--- config.mk ---
export PLATFORM = sky130hd
export DESIGN_NAME = tvbr_reader
export DESIGN_NICKNAME = d
export VERILOG_FILES = /design/src/verilog/tvbr_pkg.sv /design/src/verilog/tvbr_reader.sv
export SDC_FILE = /design/constraint.sdc
export NUM_CORES = 1
export LEC_CHECK = 0
export ABC_AREA = 0
export BUFFER_PORTS_ARGS = -buffer_cell sky130_fd_sc_hd__clkbuf_2
export CORE_UTILIZATION = 44
export CTS_CLUSTER_SIZE = 24
export DETAILED_ROUTE_END_ITERATION = 8
export GPL_TIMING_DRIVEN = 0
export HOLD_SLACK_MARGIN = 0.15
export MAX_ROUTING_LAYER = met4
export PLACE_DENSITY = 0.79
export SYNTH_ARGS = -nofsm -noshare
export SYNTH_HDL_FRONTEND = slang
export SYNTH_SLANG_ARGS = --single-unit
export TNS_END_PERCENT = 10
--- constraint.sdc ---
create_clock -name mclk -period 3.8 [get_ports mclk]
set_clock_uncertainty 0.15 [all_clocks]
set_input_delay 0.76 -clock mclk [delete_from_list [all_inputs] [get_ports mclk]]
set_output_delay 0.76 -clock mclk [all_outputs]
set_load 0.01 [all_outputs]
--- src/verilog/tvbr_pkg.sv ---
// Shared constants and carrier types of the tag value block reader
package tvbr_pkg;

    // ------------------------------------------------------------
    // Command and argument layout
    // ------------------------------------------------------------
    localparam logic [7:0] TVBR_CMD_READ_VALUE = 8'h0a;
    localparam int         TVBR_ARG_BYTES      = 9;
    localparam int         TVBR_ARG_BLOCK      = 0;
    localparam int         TVBR_ARG_OFFSET     = 1;
    localparam int         TVBR_ARG_KEY_SEL    = 2;
    localparam int         TVBR_ARG_KEY        = 3;
    localparam int         TVBR_KEY_BYTES      = 6;
    localparam int         TVBR_SEL_USE_KEY    = 6;
    localparam int         TVBR_SEL_KEY_A      = 7;

    // ------------------------------------------------------------
    // Value block layout and buffer image
    // ------------------------------------------------------------
    localparam int         TVBR_BLOCK_BYTES    = 16;
    localparam int         TVBR_VALUE_BYTES    = 4;
    localparam int         TVBR_ADDR_POS       = 12;
    localparam int         TVBR_OUT_BYTES      = 5;
    localparam logic [2:0] TVBR_OUT_LAST       = 3'h4;

    // ------------------------------------------------------------
    // Outcome codes
    // ------------------------------------------------------------
    localparam logic [1:0] TVBR_RES_OK         = 2'h0;
    localparam logic [1:0] TVBR_RES_BAD_CMD    = 2'h1;
    localparam logic [1:0] TVBR_RES_TAG_FAIL   = 2'h2;
    localparam logic [1:0] TVBR_RES_NOT_VALUE  = 2'h3;

    typedef logic [TVBR_ARG_BYTES-1:0][7:0]   tvbr_args_t;
    typedef logic [TVBR_BLOCK_BYTES-1:0][7:0] tvbr_block_t;

    // Request to the radio side: authenticate and read one block
    typedef struct packed {
        logic [7:0]  block;
        logic [7:0]  key_sel;
        logic        use_key;
        logic        key_a;
        logic [47:0] key;
    } tvbr_tag_req_t;

    // Byte write into the data buffer
    typedef struct packed {
        logic       we;
        logic [7:0] addr;
        logic [7:0] data;
    } tvbr_buf_wr_t;

endpackage : tvbr_pkg

--- src/verilog/tvbr_reader.sv ---
// Read value command handler: tag access, value decode, buffer write
//
// Behaviour
// - Command code 0x0a starts the value read with block, offset, key selector and optional key.
// - The block argument is passed on as a zero-based absolute block index, never a byte address.
// - The key bytes are used only when selector bit 6 is set and ignored otherwise.
// - An explicit key authenticates as key A when selector bit 7 is set, else as key B.
// - The six key bytes are taken least significant first from the lowest argument position.
// - The tag access, authentication included, is the same one the plain block read performs.
// - The block is decoded into a signed 4-byte value from its first four bytes and the address byte from byte 12.
// - On success the value goes at the buffer offset and the address byte right after it.
// - The value is written two's complement, least significant byte first, address as one byte.
`timescale 1ns/1ps
`default_nettype none

module tvbr_reader
    import tvbr_pkg::*;
#(
    parameter int BUF_BYTES = 256
) (
    input  wire logic          mclk,
    input  wire logic          reset_n,
    input  wire logic          cmd_start,
    input  wire logic [7:0]    cmd_code,
    input  wire tvbr_args_t    cmd_args,
    output tvbr_tag_req_t      tag_req,
    output logic               tag_req_valid,
    input  wire logic          tag_ack,
    input  wire logic          tag_ok,
    input  wire tvbr_block_t   tag_data,
    output tvbr_buf_wr_t       buf_wr,
    output logic               busy,
    output logic               done,
    output logic [1:0]         result
);

    typedef enum logic [2:0] {
        TVBR_IDLE,
        TVBR_ACCESS,
        TVBR_WRITE,
        TVBR_FINISH
    } tvbr_state_t;

    // ------------------------------------------------------------
    // Decode helpers
    // ------------------------------------------------------------
    // Value block: value, inverted value, value, then addr/~addr/addr/~addr
    function automatic logic tvbr_is_value(input tvbr_block_t b);
        logic ok;
        ok = 1'b1;
        for (int i = 0; i < TVBR_VALUE_BYTES; i++) begin
            if (b[i] != b[i+8] || b[i] != ~b[i+4])
                ok = 1'b0;
        end
        if (b[TVBR_ADDR_POS] != b[TVBR_ADDR_POS+2] ||
            b[TVBR_ADDR_POS] != ~b[TVBR_ADDR_POS+1] ||
            b[TVBR_ADDR_POS] != ~b[TVBR_ADDR_POS+3])
            ok = 1'b0;
        return ok;
    endfunction : tvbr_is_value

    tvbr_state_t     state_q, state_d;
    tvbr_tag_req_t   req_q;
    logic            req_valid_q;
    logic [7:0]      offset_q;
    logic [7:0][7:0] image_q;
    logic [2:0]      idx_q;
    tvbr_buf_wr_t    wr_q;
    logic            busy_q;
    logic            done_q;
    logic [1:0]      result_q;

    // ------------------------------------------------------------
    // Command decode
    // ------------------------------------------------------------
    wire logic       start_ok;
    wire logic       fits;
    wire logic [8:0] end_addr;
    wire logic       is_value;
    wire logic       last_byte;
    wire logic [7:0] sel_byte;

    assign start_ok  = cmd_start && (cmd_code == TVBR_CMD_READ_VALUE);
    assign end_addr  = {1'b0, cmd_args[TVBR_ARG_OFFSET]}
                     + 9'(TVBR_OUT_BYTES);
    // Image must not run past the end of the buffer
    assign fits      = end_addr <= 9'(BUF_BYTES);
    // Check block format before anything is written
    assign is_value  = tvbr_is_value(tag_data);
    assign last_byte = idx_q == TVBR_OUT_LAST;
    assign sel_byte  = cmd_args[TVBR_ARG_KEY_SEL];

    // ------------------------------------------------------------
    // Sequencer
    // ------------------------------------------------------------
    always_comb begin
        state_d = state_q;
        unique case (state_q)
            TVBR_IDLE: begin
                if (cmd_start)
                    state_d = (start_ok && fits) ? TVBR_ACCESS
                                                 : TVBR_FINISH;
            end
            TVBR_ACCESS: begin
                if (tag_ack)
                    state_d = (tag_ok && is_value) ? TVBR_WRITE
                                                   : TVBR_FINISH;
            end
            TVBR_WRITE: begin
                if (last_byte)
                    state_d = TVBR_FINISH;
            end
            TVBR_FINISH: begin
                state_d = TVBR_IDLE;
            end
            default: begin
                state_d = TVBR_IDLE;
            end
        endcase
    end

    always_ff @(posedge mclk or negedge reset_n) begin
        if (!reset_n)
            state_q <= TVBR_IDLE;
        else
            state_q <= state_d;
    end

    // ------------------------------------------------------------
    // Tag request
    // ------------------------------------------------------------
    // Request is held until the radio side acknowledges it
    always_ff @(posedge mclk or negedge reset_n) begin
        if (!reset_n) begin
            req_q       <= '0;
            req_valid_q <= 1'b0;
            offset_q    <= 8'h00;
        end else if (state_q == TVBR_IDLE && start_ok && fits) begin
            // Absolute block index passed on unchanged
            req_q.block   <= cmd_args[TVBR_ARG_BLOCK];
            req_q.key_sel <= sel_byte;
            // Explicit key only on bit 6
            req_q.use_key <= sel_byte[TVBR_SEL_USE_KEY];
            req_q.key_a   <= sel_byte[TVBR_SEL_KEY_A];
            // Lowest argument byte is key bit 7:0
            req_q.key     <= sel_byte[TVBR_SEL_USE_KEY]
                ? cmd_args[TVBR_ARG_KEY+TVBR_KEY_BYTES-1:TVBR_ARG_KEY]
                : 48'h0;
            req_valid_q   <= 1'b1;
            offset_q      <= cmd_args[TVBR_ARG_OFFSET];
        end else if (state_q == TVBR_ACCESS && tag_ack) begin
            req_valid_q   <= 1'b0;
        end
    end

    // ------------------------------------------------------------
    // Buffer image and writer
    // ------------------------------------------------------------
    // Block fetched by the shared authenticate-and-read access
    always_ff @(posedge mclk or negedge reset_n) begin
        if (!reset_n) begin
            image_q <= '0;
        end else if (state_q == TVBR_ACCESS && tag_ack) begin
            // Value bytes keep their LSB-first order
            image_q[3:0] <= tag_data[TVBR_VALUE_BYTES-1:0];
            image_q[4]   <= tag_data[TVBR_ADDR_POS];
            image_q[7:5] <= '0;
        end
    end

    // Writes happen only in the write state, after all checks
    always_ff @(posedge mclk or negedge reset_n) begin
        if (!reset_n) begin
            idx_q <= 3'h0;
            wr_q  <= '0;
        end else if (state_q == TVBR_WRITE) begin
            idx_q   <= idx_q + 3'h1;
            wr_q.we   <= 1'b1;
            wr_q.addr <= offset_q + {5'h00, idx_q};
            wr_q.data <= image_q[idx_q];
        end else begin
            idx_q   <= 3'h0;
            wr_q.we <= 1'b0;
        end
    end

    // ------------------------------------------------------------
    // Status
    // ------------------------------------------------------------
    always_ff @(posedge mclk or negedge reset_n) begin
        if (!reset_n) begin
            busy_q   <= 1'b0;
            done_q   <= 1'b0;
            result_q <= TVBR_RES_OK;
        end else begin
            busy_q <= state_d != TVBR_IDLE;
            done_q <= state_q == TVBR_FINISH;
            if (state_q == TVBR_IDLE && cmd_start) begin
                // Refused commands report an error outcome
                if (!start_ok || !fits)
                    result_q <= TVBR_RES_BAD_CMD;
                else
                    result_q <= TVBR_RES_OK;
            end else if (state_q == TVBR_ACCESS && tag_ack) begin
                if (!tag_ok)
                    result_q <= TVBR_RES_TAG_FAIL;
                else if (!is_value)
                    result_q <= TVBR_RES_NOT_VALUE;
            end
        end
    end

    assign tag_req       = req_q;
    assign tag_req_valid = req_valid_q;
    assign buf_wr        = wr_q;
    assign busy          = busy_q;
    assign done          = done_q;
    assign result        = result_q;

endmodule : tvbr_reader

`default_nettype wire

=== After elaboration in Yosys (flattened, before gate mapping) ===
Index checks and enable logic that the tools add are counted.

* Flip-flop bits (word level): 142
* Latch bits: 0
* Bits in writable memories: 0
* Memory bits (read-only): 0
* Input port bits: 213
* Output and inout bits: 88
* Logic and storage cells: 92
* Memories: 0

* $add $sub $neg: 3
* $mul: 0
* Div/mod/pow operators: 0
* Magnitude comparators: 2
* Eq/ne operators: 17
* Shift-type cells: 0
* Multiplexer cells: 23
* Bitwise operators: 6
* Reduce and logical (&&, ||, !) cells: 21

{| class="wikitable"
|+ Operators by type and width
! kind !! number
|-
| $ne 8x8->1 || 11
|-
| $mux 48 || 1
|-
| $not 8->8 || 6
|-
| $bmux 8 s3 || 1
|-
| $mux 3 || 4
|-
| $mux 1 || 10
|-
| $mux 2 || 5
|-
| $add 8x3->9 const B || 1
|-
| $le 9x9->1 const B || 1
|-
| $pmux 3 s3 || 1
|-
| $add 8x3->8 || 1
|-
| $eq 8x4->1 const B || 1
|-
| $mux 8 || 1
|-
| $logic_and 1x1->1 || 7
|-
| $logic_or 1x1->1 || 7
|-
| $eq 3x2->1 const B || 2
|-
| $lt 3x4->1 const B || 1
|-
| $reduce_bool 2->1 || 2
|-
| $add 3x1->3 const B || 1
|-
| $eq 3x1->1 const B || 1
|-
| $eq 3x3->1 const B || 1
|-
| $logic_not 3->1 || 1
|-
| $ne 3x2->1 const B || 1
|-
| $reduce_bool 3->1 || 1
|-
| other kinds (2) || 3
|}

=== Depth between registers and ports, before layout ===
Gate-level depths: netlist (run 1).

* Depth in word-level cells: 13
* Depth in mapped cells: 8
* Gate-level depth less buffers: 7

=== Least setup slack after synthesis (run 1) ===
No wires, ideal clock.

* Path kind: input port to flip-flop
* From: in tag_data[100] (netlist bit)
* To: reg result_q[0] (netlist: result[0])
* Arrival: 2.318 ns
* Setup slack: 1.188 ns
* Stages: 6
* Path buffers: 0
* Cell sequence: xor2_1 -> o2111ai_1 -> or4_1 -> or4_1 -> nor4_1 -> o31ai_1

* Cells in the longest elaborated chain, start to end: 6
* Elaborated cells between the ends (all ways): 8

{| class="wikitable"
|+ Ends and longest elaborated chain
! what !! RTL line !! source
|-
| start, declared || tvbr_reader.sv:30 || <nowiki>input wire tvbr_block_t tag_data,</nowiki>
|-
| $ne 8x8->1, on equally long branches || tvbr_reader.sv:55, tvbr_reader.sv:56 ||
|-
| $logic_or 1x1->1 || tvbr_reader.sv:55 || <nowiki>if (b[TVBR_ADDR_POS] != b[TVBR_ADDR_POS+2] ||</nowiki>
|-
| $logic_or 1x1->1 * || tvbr_reader.sv:56 || <nowiki>b[TVBR_ADDR_POS] != ~b[TVBR_ADDR_POS+1] ||</nowiki>
|-
| $mux 1 * || tvbr_reader.sv:55 ||
|-
| $ne 3x2->1 (no line) * || - ||
|-
| $reduce_and 2->1 (no line) * || - ||
|-
| end signal, assigned || tvbr_reader.sv:194 || <nowiki>result_q <= TVBR_RES_OK;</nowiki>
|-
| end signal, assigned || tvbr_reader.sv:201 || <nowiki>result_q <= TVBR_RES_BAD_CMD;</nowiki>
|-
| end signal, assigned || tvbr_reader.sv:203 || <nowiki>result_q <= TVBR_RES_OK;</nowiki>
|-
| end, declared || tvbr_reader.sv:71 || <nowiki>logic [1:0] result_q;</nowiki>
|}

Mark *: on every way between the ends. The rest lies on a longest branch, timed or not.
A chain may end at the register's enable or synchronous reset.

=== Final worst setup path (run 1) ===
* From: in cmd_args[15] (netlist bit)
* To: reg offset_q[5]

* Cells in the longest elaborated chain, start to end: 3

{| class="wikitable"
|+ Ends and longest elaborated chain
! what !! RTL line !! source
|-
| start, declared || tvbr_reader.sv:25 || <nowiki>input wire tvbr_args_t cmd_args,</nowiki>
|-
| $add 8x3->9 || tvbr_reader.sv:85 || <nowiki>+ 9'(TVBR_OUT_BYTES);</nowiki>
|-
| $le 9x9->1 || tvbr_reader.sv:87 || <nowiki>assign fits = end_addr <= 9'(BUF_BYTES);</nowiki>
|-
| $logic_and 1x1->1 || tvbr_reader.sv:138 || <nowiki>end else if (state_q == TVBR_IDLE && start_ok && fits) begin</nowiki>
|-
| end signal, assigned || tvbr_reader.sv:150 || <nowiki>offset_q <= cmd_args[TVBR_ARG_OFFSET];</nowiki>
|-
| end, declared || tvbr_reader.sv:65 || <nowiki>logic [7:0] offset_q;</nowiki>
|}

No other way between the ends.

==> flow_metrics.py, run 1 <==
metrics = {
    "status": {
        "outcome": "finished, final reports clean",
    },
    "drt": {
        "drc_errors": 0,
        "drtIter0Drc": 580,
        "dr_total_vias": 6636,
        "wl_met3_microns": 1818,
        "viasPerCell": 5.400,
        "met1Wirelength_microns": 9738,
        "dr_wl_met2_microns": 11180,
        "antenna_left": 0,
        "highest_layer": "met4",
        "drt-wirelength-per-cell_microns": 18.90,
        "drt_pass1_iterations": 5,
        "drt-total-wl_microns": 23230,
    },
    "placed_design": {
        "pre_cts_ws_ns": 0.5916,
        "gp_congestion": 1.010,
        "port_buffers": 299,
        "dp_hpwl_microns": 18550,
    },
    "global_route": {
        "track_usage_pct": 29.71,
        "grt_max_degree": 116,
        "grt-ovfl-total": 0,
        "grt_pass1_vias": 6508,
        "antenna_found_initial": 1,
        "grt_pass1_wl_microns": 35320,
    },
    "clock_tree": {
        "cts_resized": 0,
        "cts.sinks": 140,
        "clk_latency_ns": 0.41,
        "clk_pin_slew_ns": 0.06,
        "clock_path_buffers": 2,
        "tritoncts": "built",
        "cts_root_buf": "clkbuf_16",
        "post-cts-setup-buffers": 0,
        "cts_made_buffers": 17,
        "htree_levels": 4,
    },
    "timing": {
        "setup_viol": 0,
        "drv_slew": 0,
        "final.period_utilization_pct": 72.88,
        "slew_headroom_pct": 41.64,
        "tightest_slew_ns": 0.8687,
        "fin_crit_ns": 2.769,
        "fmax_mhz": 361.1,
        "setup_ws_ns": 1.031,
        "rsz0062_at_grt": "false",
        "hold_viol_final": 0,
    },
    "synthesis": {
        "yosysMostFrequentCell": "dfrtp_1",
        "avgSynthCellArea_sq_um": 10.29,
        "synth_area_leader_cell": "dfrtp_1",
        "yosysTopAreaCellShare_pct": 49.78,
        "synth_cell_type_count": 50,
        "ys_ff_latch": 140,
        "ys_seq_area_share_pct": 49.78,
        "synth-edff-count": 0,
        "netlist_instances": 684,
        "ys_top_cells_by_count": "dfrtp_1, nand2_1, mux2_2, o21ai_0, nor2_1",
        "synth-main-ff-cell": "dfrtp_1",
        "synthesis.area_sq_um": 7038,
        "synth_area_leaders": "dfrtp_1, mux2_2, nand2_1",
        "synth-async-reset-ratio_pct": 100.0,
        "synth_nets": 903,
        "ys_warn_count": 0,
    },
    "pwr": {
        "seq_power_share_pct": 42.5,
        "switchingPower_uw": 1250,
        "p_per_area_nw_per_um2": 490.2,
        "p_comb_share_pct": 20.2,
        "power.total_uw": 4639,
        "leakagePower_uw": 0.004676,
        "p_clk_share_pct": 37.3,
        "irDropWorstVdd_v": 0.0003719,
        "intPower_uw": 3389,
        "netSwitchingFraction_pct": 26.96,
    },
    "finish": {
        "utilization_pct": 61.35,
        "drive_gt1_share_pct": 39.92,
        "syn2layout_area_growth_pct": 34.47,
        "layout.area.seq_sq_um": 3503,
        "nNetsFinal": 1223,
        "multiInputGateArea_sq_um": 3366,
        "fillCellCount": 1384,
    },
    "die": {
        "dieArea_sq_um": 16510,
        "dieHeight_microns": 128.5,
        "ios": 301,
        "std_cell_rows": 45,
        "die_w_microns": 128.5,
        "core_sq_um": 15430,
        "start_util_pct": 45.62,
    },
    "worst_setup_path": {
        "cp.arrival_ns": 2.91,
        "worstSetupEndpointType": "flop",
        "startpoint_type": "primary input",
        "required_ns": 3.94,
        "crit_fanout": 10,
        "critical_path_class": "in -> reg",
    },
    "run": {
        "maxCapViolations": 0,
    },
    "hold_path": {
        "hold_path_class": "reg -> reg",
    },
}
path summary, 6_finish.rpt:
path | from | endpoint | slack, ns | cells past startpoint
max in group asynchronous | reset_n | image_q[9]$_DFFE_PN0P_ | 2.05 | 3
setup reg to reg | idx_q[0]$_DFF_PN0_ | buf_wr[1]$_DFFE_PN0P_ | 1.27 | 4
hold reg to reg | buf_wr[8]$_DFFE_PN0P_ | buf_wr[8]$_DFFE_PN0P_ | 0.33 | 2
setup / recovery | cmd_args[15] | offset_q[5]$_DFFE_PN0P_ | 1.03 | 7
min in group asynchronous | reset_n | tag_req[20]$_DFFE_PN0P_ | 0.63 | 2
hold / removal | buf_wr[8]$_DFFE_PN0P_ | buf_wr[8]$_DFFE_PN0P_ | 0.33 | 2
what timing repair did:
item,4_1_cts,5_1_grt
endpoints found under the setup margin,0,0
endpoints found under the hold margin,25,0
hold buffers,1,0
through the flow:
step | setup TNS (ns) | std cells | hold WS (ns) | instance area [sq um]
final | 0 | 1229 | 0.3259 | 9464
after global routing | 0 | 1229 | 0.3533 | 9464
after CTS | 0 | 1228 | 0.3314 | 9462
after detailed placement | 0 | 1195 | 0.3175 | 8835
after global placement | -61.68 | 1194 | 0.3113 | 8798
after floorplan | 0 | 684 | 0.3144 | 7038
critical path: stages:
cell and delay [ns]:
clkbuf_2 0.09, nand4_1 0.11, o2111ai_1 0.31, or4_1 0.26, clkbuf_1 0.44, clkbuf_1 0.53
mux2_2 0.41
power by group through the flow:
stage / registers, uW / clock network, uW / logic (uW)
2_1_floorplan: 1970 / 0 / 501
3_3_place_gp: 1970 / 0 / 908
3_5_place_dp: 1990 / 0 / 932
4_1_cts: 1970 / 1750 / 940
5_1_grt: 2010 / 1820 / 1020
6_report: 1970 / 1730 / 939
registers in the layout, summed over array words and instances, names as in the netlist:
signal and flops:
done 1, image_q 40, state_q 3, offset_q 8, tag_req 64, buf_wr 17
busy 1, result 2, idx_q 3, tag_req_valid 1
cell type report:
cell class                      instances  area share [%]
Timing Repair Buffer                  301           16.30
Sequential cell                       140           37.02
Tap cell                              211           2.790
Clock inverter                         11           1.758
Antenna cell                            1         0.02644
Inverter                               14          0.5553
Multi-Input combinational cell        501           35.56
Buffer                                 29           1.230
Clock buffer                           21           4.759
layout by cell type, fill, tap and decap left out, types with 7 or more instances in the layout:
cell type  instances
mux2_2            64
clkbuf_1          29
a21oi_1           10
nor3_1             7
nand2_1          133
nand2b_1          21
mux4_2             8
o21ai_0           60
xor2_1            26
xnor2_1           22
nand4_1           14
nor2_1            36
a221oi_1           8
inv_1             13
dfrtp_1          140
clkbuf_2         298
o2111ai_1         14
clkbuf_16         17
nor4_1            15
layer usage:
| layer | GRT usage, % | vias to the layer above |
|---|---|---|
| met2 | 45.56 | 310 |
| met4 | 10.03 | 0 |
| met1 | 38.86 | 3218 |
| met3 | 6.819 | 49 |
| met5 | - | - |
| li1 | - | 3059 |
logic make-up after synthesis:
family / Yosys count / share of synthesized area, %
AO/OA/AOI/OAI: 110 / 9.689
multiplexers: 74 / 13.08
other: 1 / 0.05328
adder cells (fa/ha/maj): 6 / 1.173
XOR/XNOR: 49 / 6.204
buffers and inverters: 43 / 2.400
AND/OR/NAND/NOR: 261 / 17.62
flip-flops: 140 / 49.78
No activity file was read; power rests on OpenSTA's default activity.
==> run 2, diff against run 1 <==
clock period = 2.7 ns   (was 3.8 ns; I/O delays follow)
==> run 2 against run 1 <==
  * Sequential cell count unchanged
  * Highest routed layer unchanged
  * Die area stayed put
  * Largest power group unchanged
  * Sequential share of layout area about the same
==> flow_metrics.py, run 2 (synthesis gave the netlist of run 1 again) <==
metrics = {
    "pwr": {
        "intPower_uw": 4769,
        "switchingPower_uw": 1763,
        "seq_power_share_pct": 42.5,
        "irDropWorstVdd_v": 0.0005232,
        "netSwitchingFraction_pct": 26.99,
        "p_per_area_nw_per_um2": 690.0,
        "p_comb_share_pct": 20.2,
        "p_clk_share_pct": 37.3,
        "leakagePower_uw": 0.004681,
    },
    "worst_setup_path": {
        "rr_startpoint": "idx_q[0]$_DFF_PN0_",
        "worstSetupEndpointType": "flop",
        "startpoint_type": "flop",
        "crit_chain": "buf_1 > mux4_2 > a221oi_1 > nor2_1",
        "critPathMaxStageDelay_ns": 0.65,
        "reg2reg_slack_ns": 0.17,
        "r2r_cells": 4,
        "slowest_stage": "buf_1",
        "crit_fanout": 10,
        "critical_path_class": "reg -> reg",
        "rr_endpoint": "buf_wr[1]$_DFFE_PN0P_",
        "cp.arrival_ns": 2.67,
        "required_ns": 2.84,
    },
    "drt": {
        "drc_errors": 0,
        "viasPerCell": 5.399,
        "wl_met3_microns": 1810,
        "highest_layer": "met4",
        "drtIter0Drc": 594,
        "drt_pass1_iterations": 5,
        "antenna_left": 0,
        "drt-total-wl_microns": 23250,
        "met1Wirelength_microns": 9746,
        "dr_wl_met2_microns": 11190,
        "dr_total_vias": 6635,
        "drt-wirelength-per-cell_microns": 18.92,
    },
    "die": {
        "start_util_pct": 45.62,
        "die_w_microns": 128.5,
        "std_cell_rows": 45,
        "dieArea_sq_um": 16510,
        "ios": 301,
        "dieHeight_microns": 128.5,
        "core_sq_um": 15430,
    },
    "timing": {
        "slew_headroom_pct": 41.46,
        "final.period_utilization_pct": 93.78,
        "hold_viol_final": 0,
        "timing.hold.ws_ns": 0.2004,
        "setup_ws_ns": 0.1678,
        "setup_viol": 0,
        "tns_ns": 0,
        "fin_crit_ns": 2.532,
        "fmax_mhz": 394.9,
        "drv_slew": 0,
        "rsz0062_at_grt": "false",
        "tightest_slew_ns": 0.8714,
    },
    "finish": {
        "nNetsFinal": 1223,
        "drive_gt1_share_pct": 40.12,
        "fillCellCount": 1383,
        "multiInputGateArea_sq_um": 3366,
        "largest_register_ffs": 64,
        "layout.area.seq_sq_um": 3503,
        "utilization_pct": 61.36,
        "layout_commonest_cell": "clkbuf_2",
        "layout_common_cells": "clkbuf_2, dfrtp_1, nand2_1",
        "final_cell_count_no_fill": 1229,
        "syn2layout_area_growth_pct": 34.51,
    },
    "clock_tree": {
        "htree_levels": 4,
        "post-cts-setup-buffers": 0,
        "cts_root_buf": "clkbuf_16",
        "clock_path_buffers": 2,
        "cts.sinks": 140,
        "cts_made_buffers": 17,
        "tritoncts": "built",
        "clk_latency_ns": 0.41,
        "clk_pin_slew_ns": 0.06,
    },
    "global_route": {
        "grt_max_degree": 116,
        "grt_pass1_wl_microns": 35320,
        "antenna_found_initial": 1,
        "track_usage_pct": 29.71,
        "grt-ovfl-total": 0,
        "grt_pass1_vias": 6508,
    },
    "placed_design": {
        "dp_hpwl_microns": 18550,
        "pre_cts_ws_ns": -0.2885,
        "port_buffers": 299,
        "gp_congestion": 1.010,
        "placed_cells": 1195,
    },
    "status": {
        "outcome": "finished, final reports clean",
    },
    "hold_path": {
        "holdPathStages": 3,
        "min_to": "tag_req[22]$_DFFE_PN0P_",
        "min_from": "cmd_args[46]",
        "hold_path_class": "in -> reg",
    },
    "run": {
        "maxCapViolations": 0,
    },
}
## run 2: changes by cell type in the layout (fill, tap and decap cells not counted)
cell,delta
clkbuf_1,-2
clkbuf_2,+2
## run 2: timing repair
action / CTS / global route
endpoints found under the hold margin: 25 / 0
hold buffers: 1 / 0
gates resized for setup: 0 / 4
setup endpoints to repair: 0 / 20
## run 2: metal layers
metal | vias up | track usage [%]
li1 | 3057 | -
met1 | 3218 | 38.86
met2 | 311 | 45.56
met3 | 49 | 6.819
met4 | 0 | 10.03
met5 | - | -
## run 2: per-stage QoR
step,power (uW),cell area [sq um]
3_5_place_dp,4115,8835
6_report,6532,9467
5_1_grt,6817,9467
3_3_place_gp,4051,8798
2_1_floorplan,3472,7038
4_1_cts,6559,9462
## run 2: worst max path at each step
stage / from / end / cells past startpoint
after floorplan: tag_data[100] / result[0]$_DFFE_PN0P_ / 6
after global placement: reset_n / image_q[2]$_DFFE_PN0P_ / 1
after detailed placement: cmd_args[15] / offset_q[4]$_DFFE_PN0P_ / 7
final: idx_q[0]$_DFF_PN0_ / buf_wr[1]$_DFFE_PN0P_ / 4
after global routing: idx_q[0]$_DFF_PN0_ / buf_wr[1]$_DFFE_PN0P_ / 4
after CTS: cmd_args[15] / offset_q[4]$_DFFE_PN0P_ / 7
## run 2: power groups by stage
stage,sequential (uW),combinational (uW),clock [uW]
4_1_cts,2770,1320,2460
6_report,2770,1320,2440
2_1_floorplan,2770,705,0
3_3_place_gp,2770,1280,0
5_1_grt,2820,1440,2560
3_5_place_dp,2800,1310,0
## run 2: area by class of cell
type	instances	area share [%]
inverters	14	0.5551
clock inverters	11	1.758
well taps	211	2.789
repair buffers	301	16.30
diodes	1	0.02643
flip-flops and latches	140	37.01
clock buffers	21	4.758
multi-input cells	501	35.55
plain buffers	29	1.256
## run 2: critical path, delay by kind of cell (launching register included)
| family | cells | cell delay, ns |
|---|---|---|
| AND/OR/NAND/NOR | 1 | 0.07 |
| AO/OA/AOI/OAI | 1 | 0.38 |
| flip-flops | 1 | 0.49 |
| buffers and inverters | 1 | 0.65 |
| multiplexers | 1 | 0.65 |
==> run 3, diff against run 2 <==
ABC_AREA = 1   (was 0)
PLACE_DENSITY = 0.77   (was 0.79)
==> run 3 against run 2 <==
  * Wire length fell by 8.3%
  * Sequential cell count did not move
  * Clock-buffer cell count fell by 2
  * Critical path depth rose by 4
  * Utilization fell by 2.2 points
  * Register-to-register slack improved by 0.08 ns
  * Die area rose by 9.7%
  * Power rose by 0.90%
==> flow_metrics.py, run 3 <==
metrics = {
    "drt": {
        "antenna_left": 0,
        "drt-wirelength-per-cell_microns": 13.27,
        "drc_errors": 0,
        "dr_total_vias": 7485,
        "viasPerCell": 4.658,
        "drt-total-wl_microns": 21320,
        "drtIter0Drc": 394,
        "drt_pass1_iterations": 5,
    },
    "hold_path": {
        "min_from": "cmd_args[19]",
        "hold_path_class": "in -> reg",
        "min_to": "tag_req[53]$_DFFE_PN0P_",
        "holdPathStages": 3,
    },
    "worst_setup_path": {
        "worst-path-buf-inv": 2,
        "r2r_cells": 8,
        "rr_startpoint": "idx_q[1]$_DFF_PN0_",
        "critical_path_class": "reg -> reg",
        "reg2reg_slack_ns": 0.25,
        "path_delay_family": "buffers and inverters",
        "crit_chain": "clkbuf_1 > inv_1 > fa_1 > nor2_1 > o21ai_0 > nor2_1 > xnor2_1 > o21ai_0",
        "worstSetupEndpointType": "flop",
        "cp.arrival_ns": 2.58,
        "slowest_stage": "fa_1",
        "required_ns": 2.83,
        "startpoint_type": "flop",
        "critPathMaxStageDelay_ns": 0.46,
        "rr_endpoint": "buf_wr[14]$_DFFE_PN0P_",
        "crit_fanout": 10,
    },
    "global_route": {
        "grt_pass1_vias": 7284,
        "grt-ovfl-total": 0,
        "grt_max_degree": 78,
        "grt_pass1_wl_microns": 34410,
        "track_usage_pct": 25.10,
        "antenna_found_initial": 0,
    },
    "finish": {
        "postLayoutCellArea_sq_um": 10200,
        "layout_common_cells": "nand2_1, clkbuf_2, dfrtp_1",
        "n_antenna_cell": 0,
        "drive_gt1_share_pct": 31.77,
        "layout_commonest_cell": "nand2_1",
        "final_cell_count_no_fill": 1607,
        "syn2layout_area_growth_pct": 31.91,
        "fillCellCount": 1639,
        "layout.area.seq_sq_um": 3503,
        "nNetsFinal": 1588,
        "multiInputGateArea_sq_um": 3480,
        "largest_register_ffs": 64,
    },
    "synthesis": {
        "netlist_instances": 1047,
        "synth_area_leader_cell": "dfrtp_1",
        "ys_warn_count": 0,
        "yosysMostFrequentCell": "nand2_1",
        "ys_top_cells_by_count": "nand2_1, dfrtp_1, inv_1, o21ai_0, nor2_1",
        "synth-edff-count": 0,
        "avgSynthCellArea_sq_um": 7.385,
        "yosysTopAreaCellShare_pct": 45.31,
        "synth-async-reset-ratio_pct": 100.0,
        "synth_cell_type_count": 37,
        "ys_ff_latch": 140,
        "synth_area_leaders": "dfrtp_1, nand2_1, inv_1",
        "synthesis.area_sq_um": 7732,
        "synth-main-ff-cell": "dfrtp_1",
        "synth_nets": 1266,
        "ys_seq_area_share_pct": 45.31,
    },
    "die": {
        "std_cell_rows": 48,
        "core_sq_um": 17240,
        "ios": 301,
        "die_w_microns": 134.6,
        "dieHeight_microns": 134.6,
        "dieArea_sq_um": 18110,
        "start_util_pct": 44.86,
    },
    "placed_design": {
        "postPlaceCellArea_sq_um": 9547,
        "dp_hpwl_microns": 17040,
        "gp_congestion": 0.9073,
        "port_buffers": 299,
        "placed_cells": 1572,
    },
    "clock_tree": {
        "cts_root_buf": "clkbuf_16",
        "cts.sinks": 140,
        "clock_path_buffers": 2,
        "clk_pin_slew_ns": 0.06,
        "clk_latency_ns": 0.42,
        "tritoncts": "built",
        "htree_levels": 4,
        "cts_made_buffers": 17,
    },
    "timing": {
        "final.period_utilization_pct": 90.80,
        "fin_crit_ns": 2.452,
        "drv_slew": 0,
        "tns_ns": 0,
        "fmax_mhz": 407.9,
        "rsz0062_at_grt": "false",
        "hold_viol_final": 0,
        "setup_viol": 0,
        "slew_headroom_pct": 61.62,
        "tightest_slew_ns": 0.5726,
    },
    "run": {
        "maxCapViolations": 0,
    },
    "pwr": {
        "p_per_area_nw_per_um2": 646.1,
        "power.total_uw": 6590,
        "leakagePower_uw": 0.005914,
        "irDropWorstVdd_v": 0.0004191,
    },
    "status": {
        "outcome": "finished, final reports clean",
    },
}
==> run 3: cell types whose count changed after synthesis, sizes merged, moves of 21 or more <==
cell	before	now
mux2	64	0
inv	13	128
nand2	133	442
xor2	27	6
nor2	36	91
nand2b	21	0
o21ai	61	142
==> run 3: layer usage <==
| layer | share of wire (%) | global-route usage, % | wire length, microns |
|---|---|---|---|
| met1 | 41 | 28.10 | 8680 |
| met2 | 51 | 44.04 | 10890 |
| met3 | 6.5 | 6.306 | 1384 |
| met4 | 1.7 | 7.553 | 367 |
| met5 | 0 | - | 0 |
==> run 3: worst max path at each step <==
stage	startpoint	to	slack (ns)	depth (start not counted)
after floorplan	idx_q[1]$_DFF_PN0_	buf_wr[14]$_DFFE_PN0P_	0.70	8
after global routing	idx_q[1]$_DFF_PN0_	buf_wr[14]$_DFFE_PN0P_	0.04	8
after global placement	reset_n	image_q[13]$_DFFE_PN0P_	-1.35	1
final	idx_q[1]$_DFF_PN0_	buf_wr[14]$_DFFE_PN0P_	0.25	8
after CTS	idx_q[1]$_DFF_PN0_	buf_wr[14]$_DFFE_PN0P_	0.25	8
after detailed placement	idx_q[1]$_DFF_PN0_	buf_wr[14]$_DFFE_PN0P_	0.27	8
==> run 3: kinds of logic after synthesis <==
group                      Yosys count  synth area share [%]
AOI/OAI and AO/OA                  164                 12.96
and+or+nand+nor                    557                 29.45
DFF                                140                 45.31
adders and majority gates            6                 1.068
other                                1               0.04850
xor gates and xnor gates            13                 1.473
buffers and inverters              166                 9.693
==> run 3: power by group <==
part,switching (uW),internal [uW],total [uW]
Clock,932,1550,2480
Combinational,770,544,1310
Sequential,277,2520,2790
==> run 3: final cells by class <==
cell class	count	area share [%]
Clock buffer	19	4.244
Multi-Input combinational cell	741	34.11
Sequential cell	140	34.35
Timing Repair Buffer	303	15.32
Inverter	129	4.747
Clock inverter	13	1.865
Buffer	37	2.601
Tap cell	225	2.760
==> run 3: worst register-to-register path, cell delays in order, from the launching register on <==
cell and delay [ns]:
dfrtp_1 0.40, clkbuf_1 0.34, inv_1 0.26, fa_1 0.46
nor2_1 0.15, o21ai_0 0.16, nor2_1 0.16, xnor2_1 0.13
o21ai_0 0.09
==> run 3: stage by stage <==
stage | utilization (%) | hold WS (ns) | setup slack [ns]
after floorplan | - | 0.09441 | 0.7047
after global placement | 55.18 | 0.3064 | -1.347
after detailed placement | 55.39 | 0.3148 | 0.2686
after CTS | 59.18 | 0.1502 | 0.2538
after global routing | 59.18 | 0.1590 | 0.03912
final | 59.18 | 0.1598 | 0.2485
==> run 3: what timing repair did <==
| action | CTS | global route |
|---|---|---|
| resized for setup | 0 | 0 |
| hold buffers | 3 | 0 |
| buffers inserted | 0 | 0 |
| hold endpoints to repair | 65 | 0 |
